`src/hdl/plmf_cfg.svh`:
```
`ifndef PLMF_CFG_SVH
`define PLMF_CFG_SVH

// ----------------------------------------------------------------
// clock, line rate and protocol timing
// ----------------------------------------------------------------
`define PLMF_CLK_HZ       10000000
`define PLMF_BAUD         300
`define PLMF_POLL_MS      450
`define PLMF_VERIFY_MS    900
`define PLMF_LATENCY_MS   225
`define PLMF_RESET_GAP_S  5
`define PLMF_MS_PER_S     1000

// ----------------------------------------------------------------
// character and frame layout
// ----------------------------------------------------------------
`define PLMF_LAST_BIT     4'hA
`define PLMF_PAR_IDX      4'h8
`define PLMF_DATA_BITS    8
`define PLMF_LAST_BYTE    3'h4
`define PLMF_SYNC_HOST    8'h16
`define PLMF_SYNC_ACK     7'h06
`define PLMF_MUX_ZERO     2'h0
`define PLMF_CRC_INIT     8'h00
`define PLMF_CRC_POLY     8'h07
`define PLMF_TYPE_CMD     1'b1
`define PLMF_TYPE_MON     1'b0

// ----------------------------------------------------------------
// software register map and fields
// ----------------------------------------------------------------
`define PLMF_REG_CTRL     4'h0
`define PLMF_REG_ARG      4'h4
`define PLMF_REG_STAT     4'h8
`define PLMF_REG_RXD      4'hC
`define PLMF_CTRL_GO      0
`define PLMF_CTRL_TYPE    1
`define PLMF_CTRL_VERIFY  2
`define PLMF_CTRL_DOUBLE  3
`define PLMF_CTRL_UNIT    12:8
`define PLMF_ST_BUSY      0
`define PLMF_ST_DONE      1
`define PLMF_ST_NORESP    2
`define PLMF_ST_PARERR    3
`define PLMF_ST_CRCERR    4
`define PLMF_ST_ECHOERR   5
`define PLMF_ST_ACKERR    6
`define PLMF_ST_FRMERR    7
`define PLMF_ST_ADDRERR   8
`define PLMF_ST_VLATE     9
`define PLMF_ST_BITS      10
`define PLMF_RXD_ARG      15:0
`define PLMF_RXD_UNIT     20:16
`define PLMF_RXD_TYPE     23

`endif

```
`src/hdl/plmf_pkg.sv`:
```
package plmf_pkg;

	typedef enum logic [1:0] {
		TX_IDLE  = 2'b01,
		TX_SHIFT = 2'b10
	} tx_state_t;

	typedef enum logic [3:0] {
		RX_IDLE  = 4'b0001,
		RX_START = 4'b0010,
		RX_DATA  = 4'b0100,
		RX_STOP  = 4'b1000
	} rx_state_t;

	typedef enum logic [4:0] {
		MS_IDLE = 5'b00001,
		MS_SEND = 5'b00010,
		MS_WAIT = 5'b00100,
		MS_EVAL = 5'b01000,
		MS_GAP  = 5'b10000
	} main_state_t;

endpackage

```
`src/hdl/plmf_char_if.sv`:
```
`timescale 1ns/100ps
interface plmf_char_if;
	logic       txStart;
	logic [7:0] txByte;
	logic       txBusy;
	logic       rxEn;
	logic       rxValid;
	logic [7:0] rxByte;
	logic       rxParErr;
	logic       rxFrmErr;

	modport ctl (output txStart, txByte, rxEn,
		input txBusy, rxValid, rxByte, rxParErr, rxFrmErr);
	modport tx (input txStart, txByte, output txBusy);
	modport rx (input rxEn, output rxValid, rxByte, rxParErr, rxFrmErr);
endinterface

```
`src/hdl/plmf_host.sv`:
```
// The implementer's own choices: the address map and the strobed register port.
`timescale 1ns/100ps
`include "plmf_cfg.svh"
module plmf_host #(
	parameter int unsigned BIT_CYCLES     = `PLMF_CLK_HZ / `PLMF_BAUD,
	parameter int unsigned TIMEOUT_CYCLES =
		`PLMF_POLL_MS * (`PLMF_CLK_HZ / `PLMF_MS_PER_S),
	parameter int unsigned VERIFY_CYCLES  =
		`PLMF_VERIFY_MS * (`PLMF_CLK_HZ / `PLMF_MS_PER_S),
	parameter int unsigned GAP_CYCLES     =
		`PLMF_RESET_GAP_S * `PLMF_CLK_HZ,
	parameter bit          ODD_PARITY     = 1'b1
) (
	input  wire logic        ref_clk,
	input  wire logic        nrst,
	input  wire logic [3:0]  regAddr,
	input  wire logic [31:0] regWdata,
	input  wire logic        regWr,
	input  wire logic        regRd,
	output logic      [31:0] regRdata,
	input  wire logic        lineIn,
	output logic             lineOut,
	output logic             lineOe
);
	plmf_char_if ch ();

	plmf_char_tx #(
		.BIT_CYCLES (BIT_CYCLES),
		.ODD_PARITY (ODD_PARITY)
	) u_tx (
		.ref_clk (ref_clk),
		.nrst    (nrst),
		.ch      (ch.tx),
		.lineOut (lineOut)
	);

	plmf_char_rx #(
		.BIT_CYCLES (BIT_CYCLES),
		.ODD_PARITY (ODD_PARITY)
	) u_rx (
		.ref_clk (ref_clk),
		.nrst    (nrst),
		.ch      (ch.rx),
		.lineIn  (lineIn)
	);

	// ------------------------------------------------------------
	// check byte
	// ------------------------------------------------------------
	function automatic logic [7:0] crcStep(input logic [7:0] c,
		input logic [7:0] b);
		logic [7:0] r;
		r = c ^ b;
		for (int i = 0; i < `PLMF_DATA_BITS; i++) begin
			if (r[7])
				r = {r[6:0], 1'b0} ^ `PLMF_CRC_POLY;
			else
				r = {r[6:0], 1'b0};
		end
		return r;
	endfunction

	// ------------------------------------------------------------
	// state
	// ------------------------------------------------------------
	plmf_pkg::main_state_t state_q, state_d;
	logic [2:0]  idx_q, idx_d;
	logic        sent_q, sent_d;
	logic [25:0] timer_q, timer_d;
	logic [23:0] vtimer_q, vtimer_d;
	logic [7:0]  crc_q, crc_d;
	logic [7:0]  rxBuf_q [5];
	logic [7:0]  rxBuf_d [5];
	logic        type_q, type_d;
	logic        verify_q, verify_d;
	logic        double_q, double_d;
	logic [4:0]  unit_q, unit_d;
	logic [15:0] arg_q, arg_d;
	logic        curType_q, curType_d;
	logic [15:0] curArg_q, curArg_d;
	logic        pass_q, pass_d;
	logic        checking_q, checking_d;
	logic [`PLMF_ST_BITS-1:0] stat_q, stat_d;
	logic [31:0] rdata_q, rdata_d;
	logic        oe_q, oe_d;
	logic [31:0] rxWord_q, rxWord_d;
	logic        startFrame;
	logic        finish;
	logic [7:0]  addrByte;
	logic [7:0]  txSel;
	logic [7:0]  rxCrc;
	logic        frameBad;

	assign regRdata = rdata_q;
	assign lineOe   = oe_q;
	assign ch.rxEn  = (state_q == plmf_pkg::MS_WAIT);
	assign ch.txByte = txSel;

	// type bit, zero multiplex bits, unit field
	assign addrByte = {curType_q, `PLMF_MUX_ZERO, unit_q};

	// fixed byte order of a frame
	always_comb begin
		case (idx_q)
		3'h0:    txSel = `PLMF_SYNC_HOST; // host sync
		3'h1:    txSel = addrByte;
		3'h2:    txSel = curArg_q[15:8]; // first byte high
		3'h3:    txSel = curArg_q[7:0];
		default: txSel = crc_q;
		endcase
	end

	// receive check over first four bytes
	assign rxCrc = crcStep(crcStep(crcStep(crcStep(`PLMF_CRC_INIT,
		rxBuf_q[0]), rxBuf_q[1]), rxBuf_q[2]), rxBuf_q[3]);

	// ------------------------------------------------------------
	// sequencer and registers
	// ------------------------------------------------------------
	always_comb begin
		state_d    = state_q;
		idx_d      = idx_q;
		sent_d     = sent_q;
		timer_d    = timer_q + 26'h0000001;
		vtimer_d   = vtimer_q + 24'h000001;
		crc_d      = crc_q;
		rxBuf_d    = rxBuf_q;
		type_d     = type_q;
		verify_d   = verify_q;
		double_d   = double_q;
		unit_d     = unit_q;
		arg_d      = arg_q;
		curType_d  = curType_q;
		curArg_d   = curArg_q;
		pass_d     = pass_q;
		checking_d = checking_q;
		stat_d     = stat_q;
		oe_d       = oe_q;
		rxWord_d   = rxWord_q;
		rdata_d    = 32'h00000000;
		ch.txStart = 1'b0;
		startFrame = 1'b0;
		finish     = 1'b0;
		frameBad   = 1'b0;

		if (regRd) begin
			case (regAddr)
			`PLMF_REG_CTRL: begin
				rdata_d[`PLMF_CTRL_TYPE]   = type_q;
				rdata_d[`PLMF_CTRL_VERIFY] = verify_q;
				rdata_d[`PLMF_CTRL_DOUBLE] = double_q;
				rdata_d[`PLMF_CTRL_UNIT]   = unit_q;
			end
			`PLMF_REG_ARG:  rdata_d[15:0] = arg_q;
			`PLMF_REG_STAT: rdata_d[`PLMF_ST_BITS-1:0] = stat_q;
			`PLMF_REG_RXD:  rdata_d = rxWord_q;
			default:        rdata_d = 32'h00000000;
			endcase
		end
		// settings frozen while a transfer runs
		if (regWr && state_q == plmf_pkg::MS_IDLE) begin
			if (regAddr == `PLMF_REG_ARG)
				arg_d = regWdata[15:0];
			if (regAddr == `PLMF_REG_CTRL) begin
				type_d   = regWdata[`PLMF_CTRL_TYPE];
				verify_d = regWdata[`PLMF_CTRL_VERIFY];
				double_d = regWdata[`PLMF_CTRL_DOUBLE];
				unit_d   = regWdata[`PLMF_CTRL_UNIT];
			end
		end

		case (state_q)
		plmf_pkg::MS_IDLE: begin
			timer_d  = timer_q;
			vtimer_d = vtimer_q;
			if (regWr && regAddr == `PLMF_REG_CTRL &&
				regWdata[`PLMF_CTRL_GO]) begin
				stat_d     = '0;
				stat_d[`PLMF_ST_BUSY] = 1'b1;
				curType_d  = regWdata[`PLMF_CTRL_TYPE];
				curArg_d   = regWdata[`PLMF_CTRL_TYPE] ? arg_q : 16'h0000;
				pass_d     = 1'b0;
				checking_d = 1'b0;
				vtimer_d   = 24'h000000;
				startFrame = 1'b1;
			end
		end
		plmf_pkg::MS_SEND: begin
			// frame sent back to back, well inside latency
			if (!sent_q && !ch.txBusy) begin
				ch.txStart = 1'b1;
				sent_d     = 1'b1;
			end else if (sent_q && !ch.txBusy) begin
				sent_d = 1'b0;
				if (idx_q == `PLMF_LAST_BYTE) begin
					oe_d    = 1'b0;
					idx_d   = 3'h0;
					state_d = plmf_pkg::MS_WAIT;
				end else begin
					// check built over first four bytes
					crc_d = crcStep(crc_q, txSel);
					idx_d = idx_q + 3'h1;
				end
			end
		end
		plmf_pkg::MS_WAIT: begin
			if (ch.rxValid) begin
				rxBuf_d[idx_q] = ch.rxByte;
				if (ch.rxParErr)
					stat_d[`PLMF_ST_PARERR] = 1'b1;
				if (ch.rxFrmErr)
					stat_d[`PLMF_ST_FRMERR] = 1'b1;
				if (idx_q == `PLMF_LAST_BYTE)
					state_d = plmf_pkg::MS_EVAL;
				else
					idx_d = idx_q + 3'h1;
			end else if (timer_q >= 26'(TIMEOUT_CYCLES - 1)) begin
				stat_d[`PLMF_ST_NORESP] = 1'b1;
				finish = 1'b1;
			end
		end
		plmf_pkg::MS_EVAL: begin
			if (rxCrc != rxBuf_q[4]) begin
				stat_d[`PLMF_ST_CRCERR] = 1'b1;
				frameBad = 1'b1;
			end
			if (rxBuf_q[0][6:0] != `PLMF_SYNC_ACK ||
				rxBuf_q[1] != addrByte) begin
				stat_d[`PLMF_ST_ADDRERR] = 1'b1;
				frameBad = 1'b1;
			end
			if (rxBuf_q[0][7]) begin
				stat_d[`PLMF_ST_ACKERR] = 1'b1;
				frameBad = 1'b1;
			end
			// command echo compared against what was sent
			if (curType_q == `PLMF_TYPE_CMD &&
				{rxBuf_q[2], rxBuf_q[3]} != curArg_q) begin
				stat_d[`PLMF_ST_ECHOERR] = 1'b1;
				frameBad = 1'b1;
			end
			rxWord_d = 32'h00000000;
			rxWord_d[`PLMF_RXD_ARG]  = {rxBuf_q[2], rxBuf_q[3]};
			rxWord_d[`PLMF_RXD_UNIT] = rxBuf_q[1][4:0];
			rxWord_d[`PLMF_RXD_TYPE] = rxBuf_q[1][7];
			if (checking_q &&
				vtimer_q > 24'(VERIFY_CYCLES - 1))
				stat_d[`PLMF_ST_VLATE] = 1'b1;
			if (curType_q == `PLMF_TYPE_CMD && double_q && !pass_q) begin
				pass_d  = 1'b1;
				state_d = plmf_pkg::MS_GAP;
			end else if (curType_q == `PLMF_TYPE_CMD && verify_q &&
				!frameBad && !stat_q[`PLMF_ST_PARERR] &&
				!stat_q[`PLMF_ST_FRMERR]) begin
				curType_d  = `PLMF_TYPE_MON;
				curArg_d   = 16'h0000;
				checking_d = 1'b1;
				startFrame = 1'b1;
			end else begin
				finish = 1'b1;
			end
		end
		plmf_pkg::MS_GAP: begin
			// second command five seconds after first
			if (timer_q >= 26'(GAP_CYCLES - 1)) begin
				vtimer_d   = 24'h000000;
				startFrame = 1'b1;
			end
		end
		default: begin
			finish = 1'b1;
		end
		endcase

		if (startFrame) begin
			idx_d   = 3'h0;
			sent_d  = 1'b0;
			crc_d   = `PLMF_CRC_INIT;
			timer_d = 26'h0000000;
			// driver on only while our frame goes out
			oe_d    = 1'b1;
			state_d = plmf_pkg::MS_SEND;
		end
		if (finish) begin
			stat_d[`PLMF_ST_BUSY] = 1'b0;
			stat_d[`PLMF_ST_DONE] = 1'b1;
			oe_d    = 1'b0;
			state_d = plmf_pkg::MS_IDLE;
		end
	end

	always_ff @(posedge ref_clk or negedge nrst) begin
		if (!nrst) begin
			state_q    <= plmf_pkg::MS_IDLE;
			idx_q      <= 3'h0;
			sent_q     <= 1'b0;
			timer_q    <= 26'h0000000;
			vtimer_q   <= 24'h000000;
			crc_q      <= `PLMF_CRC_INIT;
			rxBuf_q    <= '{default: 8'h00};
			type_q     <= 1'b0;
			verify_q   <= 1'b0;
			double_q   <= 1'b0;
			unit_q     <= 5'h00;
			arg_q      <= 16'h0000;
			curType_q  <= 1'b0;
			curArg_q   <= 16'h0000;
			pass_q     <= 1'b0;
			checking_q <= 1'b0;
			stat_q     <= '0;
			rdata_q    <= 32'h00000000;
			oe_q       <= 1'b0;
			rxWord_q   <= 32'h00000000;
		end else begin
			state_q    <= state_d;
			idx_q      <= idx_d;
			sent_q     <= sent_d;
			timer_q    <= timer_d;
			vtimer_q   <= vtimer_d;
			crc_q      <= crc_d;
			rxBuf_q    <= rxBuf_d;
			type_q     <= type_d;
			verify_q   <= verify_d;
			double_q   <= double_d;
			unit_q     <= unit_d;
			arg_q      <= arg_d;
			curType_q  <= curType_d;
			curArg_q   <= curArg_d;
			pass_q     <= pass_d;
			checking_q <= checking_d;
			stat_q     <= stat_d;
			rdata_q    <= rdata_d;
			oe_q       <= oe_d;
			rxWord_q   <= rxWord_d;
		end
	end
endmodule

```
`src/hdl/plmf_char_tx.sv`:
```
`timescale 1ns/100ps
`include "plmf_cfg.svh"
module plmf_char_tx #(
	parameter int unsigned BIT_CYCLES = `PLMF_CLK_HZ / `PLMF_BAUD,
	parameter bit          ODD_PARITY = 1'b1
) (
	input  wire logic       ref_clk,
	input  wire logic       nrst,
	plmf_char_if.tx         ch,
	output logic            lineOut
);
	plmf_pkg::tx_state_t state_q, state_d;
	logic [15:0] cnt_q, cnt_d;
	logic [3:0]  bit_q, bit_d;
	logic [10:0] frame_q, frame_d;
	logic        out_q, out_d;
	logic        bitTick;

	// ------------------------------------------------------------
	// character shifter
	// ------------------------------------------------------------
	assign bitTick  = (cnt_q == 16'(BIT_CYCLES - 1));
	assign ch.txBusy = (state_q == plmf_pkg::TX_SHIFT);
	assign lineOut  = out_q;

	always_comb begin
		state_d = state_q;
		cnt_d   = cnt_q;
		bit_d   = bit_q;
		frame_d = frame_q;
		out_d   = out_q;
		case (state_q)
		plmf_pkg::TX_IDLE: begin
			if (ch.txStart) begin
				// start, lsb first data, parity, stop
				// parity sense set at build time
				frame_d = {1'b1, ^ch.txByte ^ ODD_PARITY, ch.txByte, 1'b0};
				out_d   = 1'b0;
				cnt_d   = 16'h0000;
				bit_d   = 4'h0;
				state_d = plmf_pkg::TX_SHIFT;
			end
		end
		plmf_pkg::TX_SHIFT: begin
			if (bitTick) begin
				cnt_d = 16'h0000;
				if (bit_q == `PLMF_LAST_BIT) begin
					out_d   = 1'b1;
					state_d = plmf_pkg::TX_IDLE;
				end else begin
					bit_d   = bit_q + 4'h1;
					frame_d = {1'b1, frame_q[10:1]};
					out_d   = frame_q[1];
				end
			end else begin
				cnt_d = cnt_q + 16'h0001;
			end
		end
		default: begin
			state_d = plmf_pkg::TX_IDLE;
			out_d   = 1'b1;
		end
		endcase
	end

	always_ff @(posedge ref_clk or negedge nrst) begin
		if (!nrst) begin
			state_q <= plmf_pkg::TX_IDLE;
			cnt_q   <= 16'h0000;
			bit_q   <= 4'h0;
			frame_q <= 11'h7FF;
			out_q   <= 1'b1;
		end else begin
			state_q <= state_d;
			cnt_q   <= cnt_d;
			bit_q   <= bit_d;
			frame_q <= frame_d;
			out_q   <= out_d;
		end
	end
endmodule

```
`src/hdl/plmf_char_rx.sv`:
```
`timescale 1ns/100ps
`include "plmf_cfg.svh"
module plmf_char_rx #(
	parameter int unsigned BIT_CYCLES = `PLMF_CLK_HZ / `PLMF_BAUD,
	parameter bit          ODD_PARITY = 1'b1
) (
	input  wire logic       ref_clk,
	input  wire logic       nrst,
	plmf_char_if.rx         ch,
	input  wire logic       lineIn
);
	localparam int unsigned HALF_CYCLES = BIT_CYCLES / 2;

	plmf_pkg::rx_state_t state_q, state_d;
	logic [15:0] cnt_q, cnt_d;
	logic [3:0]  bit_q, bit_d;
	logic [8:0]  shift_q, shift_d;
	logic        valid_q, valid_d;
	logic [7:0]  byte_q, byte_d;
	logic        par_q, par_d;
	logic        frm_q, frm_d;
	logic        bitTick;

	// ------------------------------------------------------------
	// mid-bit sampler
	// ------------------------------------------------------------
	assign bitTick     = (cnt_q == 16'(BIT_CYCLES - 1));
	assign ch.rxValid  = valid_q;
	assign ch.rxByte   = byte_q;
	assign ch.rxParErr = par_q;
	assign ch.rxFrmErr = frm_q;

	always_comb begin
		state_d = state_q;
		cnt_d   = cnt_q + 16'h0001;
		bit_d   = bit_q;
		shift_d = shift_q;
		valid_d = 1'b0;
		byte_d  = byte_q;
		par_d   = par_q;
		frm_d   = frm_q;
		case (state_q)
		plmf_pkg::RX_IDLE: begin
			cnt_d = 16'h0000;
			if (ch.rxEn && !lineIn)
				state_d = plmf_pkg::RX_START;
		end
		plmf_pkg::RX_START: begin
			// glitch shorter than half a bit is dropped
			if (cnt_q == 16'(HALF_CYCLES - 1)) begin
				cnt_d   = 16'h0000;
				bit_d   = 4'h0;
				state_d = lineIn ? plmf_pkg::RX_IDLE : plmf_pkg::RX_DATA;
			end
		end
		plmf_pkg::RX_DATA: begin
			if (bitTick) begin
				cnt_d   = 16'h0000;
				shift_d = {lineIn, shift_q[8:1]};
				bit_d   = bit_q + 4'h1;
				if (bit_q == `PLMF_PAR_IDX)
					state_d = plmf_pkg::RX_STOP;
			end
		end
		plmf_pkg::RX_STOP: begin
			if (bitTick) begin
				valid_d = 1'b1;
				byte_d  = shift_q[7:0];
				par_d   = (^shift_q) != ODD_PARITY;
				frm_d   = !lineIn;
				state_d = plmf_pkg::RX_IDLE;
			end
		end
		default: state_d = plmf_pkg::RX_IDLE;
		endcase
	end

	always_ff @(posedge ref_clk or negedge nrst) begin
		if (!nrst) begin
			state_q <= plmf_pkg::RX_IDLE;
			cnt_q   <= 16'h0000;
			bit_q   <= 4'h0;
			shift_q <= 9'h000;
			valid_q <= 1'b0;
			byte_q  <= 8'h00;
			par_q   <= 1'b0;
			frm_q   <= 1'b0;
		end else begin
			state_q <= state_d;
			cnt_q   <= cnt_d;
			bit_q   <= bit_d;
			shift_q <= shift_d;
			valid_q <= valid_d;
			byte_q  <= byte_d;
			par_q   <= par_d;
			frm_q   <= frm_d;
		end
	end
endmodule

```
`config.mk`:
```
export PLATFORM = sky130hd
export DESIGN_NAME = plmf_host
export DESIGN_NICKNAME = d
export VERILOG_FILES = /design/src/hdl/plmf_pkg.sv /design/src/hdl/plmf_char_if.sv /design/src/hdl/plmf_host.sv /design/src/hdl/plmf_char_tx.sv /design/src/hdl/plmf_char_rx.sv
export VERILOG_INCLUDE_DIRS = /design/src /design/src/hdl
export SDC_FILE = /design/constraint.sdc
export NUM_CORES = 1
export LEC_CHECK = 0
export BUFFER_PORTS_ARGS = -buffer_cell sky130_fd_sc_hd__clkbuf_2
export CELL_PAD_IN_SITES_DETAIL_PLACEMENT = 0
export CELL_PAD_IN_SITES_GLOBAL_PLACEMENT = 1
export CORE_ASPECT_RATIO = 1.1
export CORE_MARGIN = 2
export CORE_UTILIZATION = 40
export DETAILED_ROUTE_END_ITERATION = 6
export PLACE_DENSITY = 0.8
export REMOVE_ABC_BUFFERS = 1
export SYNTH_ARGS = -nofsm -noshare
export SYNTH_HDL_FRONTEND = slang
export SYNTH_HIERARCHICAL = 1
export SYNTH_SLANG_ARGS = --single-unit
```
`constraint.sdc`:
```
create_clock -name ref_clk -period 3.7 [get_ports ref_clk]
set_clock_uncertainty 0.05 [all_clocks]
set_input_delay 0.185 -clock ref_clk [delete_from_list [all_inputs] [get_ports ref_clk]]
set_output_delay 0.185 -clock ref_clk [all_outputs]
set_load 0.01 [all_outputs]
```
### After elaboration in Yosys (flattened, before gate mapping)

Cells that the tools add are included.

* register bits after elaboration: 293
* input bits: 41
* output and inout port bits: 34
* logic and storage cells: 437

* $add $sub $neg: 7
* magnitude comparators: 5
* equal/unequal tests: 64
* muxes and demuxes: 200
* bitwise operators: 47
* reduce and logical (&&, ||, !) cells: 69

Operator list (number)
* two-way mux 8 bit: 35
* two-way mux 3 bit: 47
* two-way mux 16 bit: 8
* NOT 3 bit: 40
* two-way mux 24 bit: 3
* case mux 16 bit (2 select lines): 2
* two-way mux 26 bit: 2
* two-way mux 1 bit: 48
* case mux 16 bit (3 select lines): 1
* case mux 24 bit (2 select lines): 1
* bitwise mux 40 bit: 1
* two-way mux 4 bit: 10
* two-way mux 5 bit: 8
* inequality test 2 bit, second input constant: 18
* two-way mux 11 bit: 3
* adder 16 x 1 -> 16 bit, second input constant: 2
* equality test 16 bit, second input constant: 2
* case mux 8 bit (4 select lines): 1
* XOR 8 bit: 4
* AND reduction 4 bit: 7
* adder 26 x 1 -> 26 bit, second input constant: 1
* greater-or-equal comparator 26 x 23 -> 1 bit, second input constant: 1
* greater-or-equal comparator 26 bit, second input constant: 1
* adder 24 x 1 -> 24 bit, second input constant: 1
* 58 further kinds: 145

### Depth between registers and ports, before layout

Gate-level depths: netlist (run 1).

* depth after elaboration: 82
* gate-level depth with buffers: 13

### By module

Netlist (run 1), hierarchy kept.

By module, submodules not included
* plmf_host: times used 1, cells an instance 1030, area an instance 11006.8 sq um
* plmf_char_rx: times used 1, cells an instance 191, area an instance 2178.3 sq um
* plmf_char_tx: times used 1, cells an instance 197, area an instance 1834.3 sq um

### Worst setup path after synthesis (run 1)

OpenSTA, ideal clock, no wires.

* path type: register to register
* from: register rxBuf_q[36] (netlist bit)
* to: register curArg_q[10]
* setup time: 0.125 ns
* arrival time: 3.581 ns
* required time: 3.525 ns
* path slack: -0.056 ns
* stages on the path, launching flop included: 13
* path buffers: 1
* clock period less this slack: 3.756 ns
* cell sequence: dfrtp_1 > inv_1 > ha_1 > xor2_1 > xnor2_1 > xnor3_2 > xnor3_1 > or3_1 > a222oi_1 > and3_1 > a21oi_2 > buf_6 > mux2_4

* longest elaborated chain between the ends: 35
* elaborated cells on any way between the ends: 64
* classes of those cells: eq/ne (3); mux (30); bitwise (25); reduce/logical (6)

RTL lines
* start: declaration: line plmf_host.sv:72 `logic [7:0] rxBuf_q [5];`
* start signal: assignment: line plmf_host.sv:321 `rxBuf_q <= rxBuf_d;`
* two-way mux 3 bit: line plmf_host.sv:55 `if (r[7])`
* NOT 3 bit (no source line)
* two-way mux 3 bit: line plmf_host.sv:55
* NOT 3 bit (no source line)
* two-way mux 3 bit: line plmf_host.sv:55
* XOR 8 bit: line plmf_host.sv:53 `r = c ^ b;`
* two-way mux 3 bit: line plmf_host.sv:55
* NOT 3 bit (no source line)
* (+17 left out)
* two-way mux 1 bit (*): line plmf_host.sv:227 `` if (rxBuf_q[0][6:0] != `PLMF_SYNC_ACK || ``
* two-way mux 1 bit (*): line plmf_host.sv:232 `if (rxBuf_q[0][7]) begin`
* two-way mux 1 bit (*): line plmf_host.sv:237 `` if (curType_q == `PLMF_TYPE_CMD && ``
* two-way mux 1 bit (*): line plmf_host.sv:172 `case (state_q)`
* zero test 1 bit (*): line plmf_host.sv:253 `` !frameBad && !stat_q[`PLMF_ST_PARERR] && ``
* logical AND 1 bit (*) (3 in series): line plmf_host.sv:252 `` end else if (curType_q == `PLMF_TYPE_CMD && verify_q && ``
* inequality test 2 bit (no source line) (*)
* AND reduction 4 bit (no source line) (*)
* end signal: assignment: line plmf_host.sv:328 `curArg_q <= curArg_d;`
* end: declaration: line plmf_host.sv:80 `logic [15:0] curArg_q, curArg_d;`

Mark *: on every way between the ends. The rest lies on a longest branch, timed or not. The select of a mux whose other input is x is not followed.
A chain may end at the register's enable or synchronous reset.

### Worst setup path after layout (run 1)

* from: register rxBuf_q[34] (netlist bit)
* to: register curArg_q[4]

The elaborated chain is that of the path after synthesis.

==> impl_metrics.py, run 1 <==
metrics = {
    "route": {
        "drt-vias-per-instance": 5.35,
        "routed_wire_length_per_instance_um": 17.7,
        "drtAntennaViolNets": 0,
        "detailroute.via_count": 11100,
        "drt-pass1-iter-count": 6,
        "totalWireLength_um": 36600,
        "drt_iter0_drc": 752,
        "drc_errors": 0,
    },
    "worst_setup_path": {
        "crit_path_frequent_cell": "buf_4",
        "critPathMaxFanout": 8,
        "worstSetupPathType": "flip-flop to flip-flop",
        "cp_cell_sequence": "ha_1 > xnor2_1 > buf_4 > xnor2_2 > xnor3_2 > xnor3_1 > buf_4 > buf_4 > buf_4 > nand3_2 > a222oi_1 > buf_4 > and3_4 > a21oi_4 > clkbuf_16 > mux2_2",
        "end_kind": "flip-flop",
        "cell_type_of_the_slowest_stage_on_the_worst_timing_path": "xnor3_2",
        "top_cell_family_by_delay_on_the_critical_path": "XOR/XNOR gates",
        "worstPathBufferInverterCount": 6,
        "crit_required_ns": 4.10,
        "crit_path_start_kind": "flip-flop",
        "cp_slowest_stage_delay_ns": 0.47,
        "critical_path_arrival_ns": 4.20,
    },
    "cts": {
        "tritoncts": "built",
        "tritoncts.num_buffers": 31,
        "worst_setup_hold_path_clk_slew_ns": 0.06,
        "clock-sinks": 281,
        "clock-root-buffer": "clkbuf_16",
        "insertion_delay_ns": 0.57,
        "htree_levels": 1,
        "max-clock-path-buffers": 3,
    },
    "placed_design": {
        "detailed_place_hpwl_um": 25100,
        "placed_area_um2": 16100,
        "port_buffers": 48,
        "globalplace.congestion": 0.849,
    },
    "layout": {
        "postLayoutCellArea_um2": 17700,
        "area_growth_syn_to_layout_pct": 17.7,
        "layout-drive-gt1-share_pct": 23.0,
        "final_core_utilization_pct": 47.7,
        "fin_nets": 1605,
        "antenna_cells": 0,
        "n_fill_cell": 3412,
        "multi_input_area_um2": 7720,
        "sequential_cell_area_um2": 7050,
    },
    "sta": {
        "report.final.slew_viol_count": 0,
        "setup_repair_after_global_routing_missed_its_margin": "yes",
        "actual_transition_at_the_worst_max_transition_pin_ns": 0.995,
        "finalSetupViolations": 20,
        "layout_min_cycle_time_ns": 3.81,
        "fmax_mhz": 263,
        "fin_crit_sh_pct": 103,
        "timing.final.hold_violations": 0,
        "maxSlewHeadroom_pct": 33.7,
        "fin_ws_ns": -0.105,
        "final.hold.worst_slack_ns": 0.0676,
    },
    "global_routing": {
        "grt_first_pass_wirelength_um": 60000,
        "grt_util_all_layers_pct": 18.8,
        "grt_overflow": 0,
        "number_of_global_route_vias_before_repair": 11200,
        "antenna_found_initial": 0,
        "grt_max_degree": 125,
    },
    "power_and_ir_drop": {
        "power.leakage_nw": 8.49,
        "netSwitchingPower_mw": 1.39,
        "power.share.sequential_pct": 49.3,
        "internal_power_mw": 4.87,
        "p_per_area_nw_per_um2": 354,
        "max-vdd-ir-drop_uv": 377,
        "p_sw_share_pct": 22.2,
        "power.share.clock_pct": 47.7,
        "combinationalPowerShare_pct": 3.0,
    },
    "job": {
        "cap_viol_max_count": 0,
    },
    "yosys": {
        "syn_area_per_cell_um2": 10.6,
        "ys_seq_elements": 281,
        "synth_area_um2": 15000,
        "post_synth_inst_count": 1418,
        "post_synth_num_cell_types": 80,
        "synthArstFlopShare_pct": 100,
        "synth-seq-area-share_pct": 46.9,
        "ys.warnings.count": 6,
        "number_of_enable_flip_flop_cells_after_synthesis": 0,
        "synth_ff_type": "dfrtp_1",
    },
    "floorplanning": {
        "boundaryPins": 75,
        "die-height_um": 207,
        "die_area_um2": 39100,
        "floorplan.initialDensity_pct": 40.6,
        "placementRows": 74,
        "floorplan.die.width_um": 189,
        "core_area_um2": 37000,
    },
    "hold_path": {
        "holdCritPathClass": "primary input to flip-flop",
    },
    "outcome": {
        "outcome": "finished, violations left",
        "violations": "setup timing",
    },
}
[power groups by stage]
| stage | Clock [mW] | Combinational, mW | Sequential, mW |
|---|---|---|---|
| CTS | 3.05 | 0.192 | 3.09 |
| global placement | 0 | 0.174 | 3.14 |
| detailed placement | 0 | 0.176 | 3.14 |
| global route | 3.18 | 0.211 | 3.09 |
| floorplan | 0 | 0.0546 | 3.14 |
| finish | 2.99 | 0.187 | 3.09 |
[cells in the mapped netlist (4+ instances only)]
cell type | instances | area share, %
nor3_1 | 17 | 0.57
nand3b_1 | 8 | 0.40
mux2i_1 | 11 | 0.73
dfstp_2 | 13 | 2.3
a41oi_1 | 4 | 0.23
buf_4 | 12 | 0.60
nor2b_1 | 12 | 0.50
mux4_2 | 5 | 0.75
o21ai_0 | 32 | 1.1
nand2b_1 | 7 | 0.29
dfrtp_1 | 268 | 45
nand4_1 | 32 | 1.3
xnor2_1 | 84 | 4.9
inv_1 | 35 | 0.87
nand2_1 | 179 | 4.5
buf_2 | 10 | 0.33
nor2_1 | 136 | 3.4
ha_1 | 18 | 1.5
nor4_1 | 11 | 0.46
a22oi_1 | 14 | 0.70
o21a_1 | 9 | 0.45
a222oi_1 | 5 | 0.33
a31oi_1 | 18 | 0.75
nand3_1 | 42 | 1.4
a21oi_1 | 41 | 1.4
clkbuf_1 | 37 | 0.92
o21bai_1 | 4 | 0.20
mux2_2 | 106 | 7.9
a21o_1 | 5 | 0.25
xnor3_1 | 21 | 3.1
o31ai_1 | 5 | 0.25
and3_1 | 40 | 1.7
nor4b_1 | 6 | 0.35
xor2_1 | 61 | 3.6
mux2_4 | 9 | 0.90
and4_1 | 9 | 0.52
or3_1 | 8 | 0.33
and2_1 | 13 | 0.54
xor3_1 | 5 | 0.79
[layout make-up]
class / count / area share (%)
flip-flops and latches: 281 / 39.9
repair buffers: 149 / 6.58
clock inverters: 11 / 0.517
multi-input cells: 1048 / 43.7
inverters: 35 / 0.743
clock buffers: 47 / 5.07
well taps: 494 / 3.50
[cell usage in the layout (no fill, tap or decap), types with 40 or more instances in the layout]
cell type,n
buf_4,72
nor2_1,135
dfrtp_1,264
xor2_1,58
nand3_1,40
a21oi_1,41
nand2_1,178
clkbuf_2,47
mux2_2,106
xnor2_1,77
[metrics by stage]
step	TNS, ns	total power [mW]	cells	setup slack (ns)
after global placement	-1.77	3.32	1966	-0.103
after detailed placement	-5.54	3.32	1966	-0.184
after global routing	-3.38	6.48	2065	-0.192
after CTS	-0.948	6.34	2052	-0.0865
after floorplan	-9.66	3.20	1364	-0.322
final	-1.60	6.26	2065	-0.105
[sequential cells by signal, indices dropped and copies added, names as in the netlist, 9 cells and up]
name and flops:
u_tx/cnt_q 16, rxBuf_q 40, stat_q 10, rxWord_q 22
timer_q 26, u_tx/frame_q 9, u_rx/cnt_q 16, vtimer_q 24
u_rx/shift_q 9, regRdata 22, curArg_q 16, arg_q 16
[layer usage]
| layer | share of wire, % | GRT usage (%) |
|---|---|---|
| met5 | 0 | 0 |
| met4 | 3.2 | 5.79 |
| met3 | 3.6 | 2.20 |
| met2 | 48 | 31.1 |
| met1 | 45 | 25.9 |
[logic make-up after synthesis]
kind of cell	synth area share, %
adder cells (fa/ha/maj)	1.50
flip-flops	46.9
buffers and inverters	2.98
multiplexers	10.4
other	0.0250
AO/OA/AOI/OAI	7.46
AND/OR/NAND/NOR	18.0
XOR/XNOR	12.7
[worst paths after layout]
kind / start / endpoint / slack [ns] / depth (start not counted)
setup / recovery: rxBuf_q[34]$_DFFE_PN0P_ / curArg_q[4]$_DFFE_PN0P_ / -0.11 / 16
hold / removal: regAddr[0] / regRdata[1]$_DFF_PN0_ / 0.07 / 3
setup reg to reg: rxBuf_q[34]$_DFFE_PN0P_ / curArg_q[4]$_DFFE_PN0P_ / -0.11 / 16
hold reg to reg: rxWord_q[3]$_DFFE_PN0P_ / rxWord_q[3]$_DFFE_PN0P_ / 0.42 / 2
max in group asynchronous: nrst / unit_q[1]$_DFFE_PN0P_ / 2.36 / 3
min in group asynchronous: nrst / rxWord_q[13]$_DFFE_PN0P_ / 0.28 / 2
[worst min-delay path: stages]
cell,delay [ns]
clkbuf_2,0.09
nor2_1,0.14
and3_1,0.23
[what timing repair did]
action	in CTS	in global routing
pin swaps	16	16
hold buffers	18	0
endpoints found under the hold margin	147	0
setup endpoints to repair	59	60
setup buffers	9	11
gates resized for setup	18	22
gates cloned	1	2
No activity file was read; power rests on OpenSTA's default activity.
==> inputs of run 2 (changes only) <==
- SYNTH_HIERARCHICAL: 1 -> unset
==> run 2 against run 1 <==
  * Highest routed layer is now met5
  * Wire length shrank 9.8%
  * Global-route usage shrank 0.93 points
  * Flip-flop and latch count is the same
  * Largest power group unchanged
  * Via count shrank 6.9%
  * Count of clock-buffer cells in the layout fell by 2
  * The flow now finishes without violations
==> impl_metrics.py, run 2 <==
metrics = {
    "worst_setup_path": {
        "critical_path_arrival_ns": 3.89,
        "r2r_setup_slack_ns": 0.20,
        "cp_cell_sequence": "xnor3_2 > xnor2_1 > xnor3_1 > xnor3_1 > a211oi_2 > o211ai_2 > o21ai_4 > buf_12 > mux2_2",
        "cp_slowest_stage_delay_ns": 0.54,
        "worstReg2RegStart": "rxBuf_q[35]$_DFFE_PN0P_",
        "cell_type_of_the_slowest_stage_on_the_worst_timing_path": "xnor3_2",
        "end_kind": "flip-flop",
        "worstSetupPathType": "flip-flop to flip-flop",
        "critPathMaxFanout": 17,
        "crit_required_ns": 4.09,
        "crit_path_frequent_cell": "xnor3_1",
        "crit_path_start_kind": "flip-flop",
        "critPathLaunch": "rxBuf_q[35]$_DFFE_PN0P_",
    },
    "route": {
        "routed_wire_length_per_instance_um": 16.6,
        "drt-vias-per-instance": 5.18,
        "drt_iter0_drc": 909,
        "drt-pass1-iter-count": 5,
        "drtAntennaViolNets": 0,
        "drc_errors": 0,
        "detailroute.via_count": 10300,
        "totalWireLength_um": 33000,
    },
    "power_and_ir_drop": {
        "p_sw_share_pct": 28.1,
        "power.leakage_nw": 8.08,
        "internal_power_mw": 5.79,
        "netSwitchingPower_mw": 2.26,
        "power.share.sequential_pct": 45.4,
        "combinationalPowerShare_pct": 17.1,
        "power.share.clock_pct": 37.5,
        "p_per_area_nw_per_um2": 482,
        "max-vdd-ir-drop_uv": 342,
    },
    "floorplanning": {
        "floorplan.die.width_um": 186,
        "floorplan.initialDensity_pct": 40.5,
        "die_area_um2": 37900,
        "core_area_um2": 36000,
        "die-height_um": 204,
        "placementRows": 73,
        "boundaryPins": 75,
    },
    "layout": {
        "layout-drive-gt1-share_pct": 17.3,
        "final_standard_cell_count_with_taps_included_and_fillers_excluded": 1986,
        "antenna_cells": 0,
        "fin_nets": 1535,
        "area_growth_syn_to_layout_pct": 14.7,
        "largest_register": "rxBuf_q",
        "layout.cells.most_common_list": "268 x dfrtp_1, 181 x nand2_1, 163 x nor2_1",
        "largest_register_ffs": 40,
        "layout_top_registers": "rxBuf_q: 40 flops, timer_q: 26 flops, vtimer_q: 24 flops",
        "mostFrequentLayoutCell": "dfrtp_1",
    },
    "cts": {
        "clock-sinks": 281,
        "tritoncts.num_buffers": 31,
        "max-clock-path-buffers": 3,
        "worst_setup_hold_path_clk_slew_ns": 0.07,
        "clock-root-buffer": "clkbuf_16",
        "insertion_delay_ns": 0.56,
        "htree_levels": 1,
        "tritoncts": "built",
    },
    "yosys": {
        "post_synth_num_cell_types": 68,
        "synthArstFlopShare_pct": 100,
        "ys_seq_elements": 281,
        "synth_most_common_cell": "dfrtp_1",
        "ys_top_cells_by_area": "dfrtp_1 46%, mux2_2 7.0%, xnor2_1 5.1%, xor2_1 4.8%, nand2_1 4.7%",
        "post_synth_inst_count": 1386,
        "number_of_enable_flip_flop_cells_after_synthesis": 0,
        "synth.top_cell.area_share_pct": 46.1,
        "synth_area_um2": 14600,
        "synth-seq-area-share_pct": 48.4,
        "ys.warnings.count": 0,
        "synth.top_cells.by_count": "268 x dfrtp_1, 181 x nand2_1, 163 x nor2_1",
        "yosys.area.top_type": "dfrtp_1",
        "synth_ff_type": "dfrtp_1",
        "syn_area_per_cell_um2": 10.5,
    },
    "placed_design": {
        "globalplace.congestion": 0.853,
        "detailed_place_hpwl_um": 23400,
        "port_buffers": 48,
        "place_inst": 1908,
    },
    "sta": {
        "fmax_mhz": 286,
        "fin_crit_sh_pct": 94.5,
        "finalSetupViolations": 0,
        "setup_repair_after_global_routing_missed_its_margin": "no",
        "maxSlewHeadroom_pct": 40.5,
        "report.final.slew_viol_count": 0,
        "actual_transition_at_the_worst_max_transition_pin_ns": 0.880,
        "timing.final.hold_violations": 0,
        "final.hold.worst_slack_ns": 0.0736,
        "layout_min_cycle_time_ns": 3.50,
    },
    "global_routing": {
        "grt_max_degree": 87,
        "grt_util_all_layers_pct": 17.8,
        "grt_first_pass_wirelength_um": 54400,
        "antenna_found_initial": 1,
        "grt_overflow": 0,
        "number_of_global_route_vias_before_repair": 10200,
    },
    "job": {
        "cap_viol_max_count": 0,
    },
    "hold_path": {
        "hold_path.startpoint": "regWdata[1]",
        "holdCritPathClass": "primary input to flip-flop",
    },
    "outcome": {
        "outcome": "complete, no violations",
    },
}
-- run 2: power groups by stage --
stage | Sequential [mW] | Clock [mW] | Combinational, mW
6_report | 3.65 | 3.02 | 1.38
5_1_grt | 3.68 | 3.22 | 1.54
4_1_cts | 3.65 | 3.08 | 1.38
3_3_place_gp | 3.69 | 0 | 1.33
2_1_floorplan | 3.60 | 0 | 0.972
3_5_place_dp | 3.70 | 0 | 1.36
-- run 2: area by class of cell --
| type | count | area (µm²) |
|---|---|---|
| well taps | 487 | 609 |
| inverters | 32 | 120 |
| clock buffers | 45 | 908 |
| flip-flops and latches | 281 | 7050 |
| clock inverters | 11 | 95.1 |
| multi-input cells | 1030 | 7180 |
| fillers | 3367 | 19300 |
| repair buffers | 100 | 734 |
-- run 2: path summary, 6_finish.rpt --
check                                                   to  depth (start not counted)
worst max register to register     curArg_q[4]$_DFFE_PN0P_                          9
max in group asynchronous           timer_q[1]$_DFFE_PN0P_                          3
worst max-delay path               curArg_q[4]$_DFFE_PN0P_                          9
min in group asynchronous       u_tx.cnt_q[11]$_DFFE_PN0P_                          2
worst min-delay path                    type_q$_DFFE_PN0P_                          3
worst min register to register    rxWord_q[17]$_DFFE_PN0P_                          2
-- run 2: logic make-up (layout without fill, tap and decap cells) --
group	count (synthesis)	count (layout)	share of synthesized area, %
buf+inv	84	188	2.60
flops	281	281	48.4
xor+xnor	186	186	13.3
simple gates	539	539	17.2
mux	127	127	10.3
other cells	1	10	0.0258
fa+ha+maj	18	18	1.55
compound gates	150	150	6.62
-- run 2: stage by stage --
step           util (%)  total power, mW  worst slack, ns  area, µm²  TNS, ns
5_1_grt            46.4             8.45           0.0130      16700        0
6_report           46.4             8.05            0.203      16700        0
3_3_place_gp       43.0             5.02            0.314      15500        0
3_5_place_dp       43.0             5.05            0.176      15500        0
4_1_cts            46.3             8.11            0.156      16700        0
2_1_floorplan         -             4.57           -0.489      14300   -13.64
-- run 2: worst max-delay path: cells and delay by family, from the launching register on --
| kind | cells | cell delay, ns |
|---|---|---|
| DFF | 1 | 0.45 |
| buffers and inverters | 1 | 0.19 |
| muxes | 1 | 0.34 |
| xor gates and xnor gates | 4 | 1.68 |
| AOI/OAI and AO/OA | 3 | 0.66 |
-- run 2: timing repair --
item	in CTS	in global routing
hold endpoints to repair	111	0
setup endpoints to repair	0	4
gates resized for setup	0	1
hold buffers	21	0
setup buffers	0	1
-- run 2: metal layers --
layer | track usage [%] | vias to the layer above | part of all wire, % | wire, µm
met5 | 0 | - | 0.042 | 14
li1 | - | 4942 | - | -
met1 | 24.4 | 5067 | 45 | 14900
met4 | 4.16 | 2 | 2.4 | 797
met3 | 2.69 | 57 | 4.9 | 1600
met2 | 29.8 | 225 | 48 | 15800
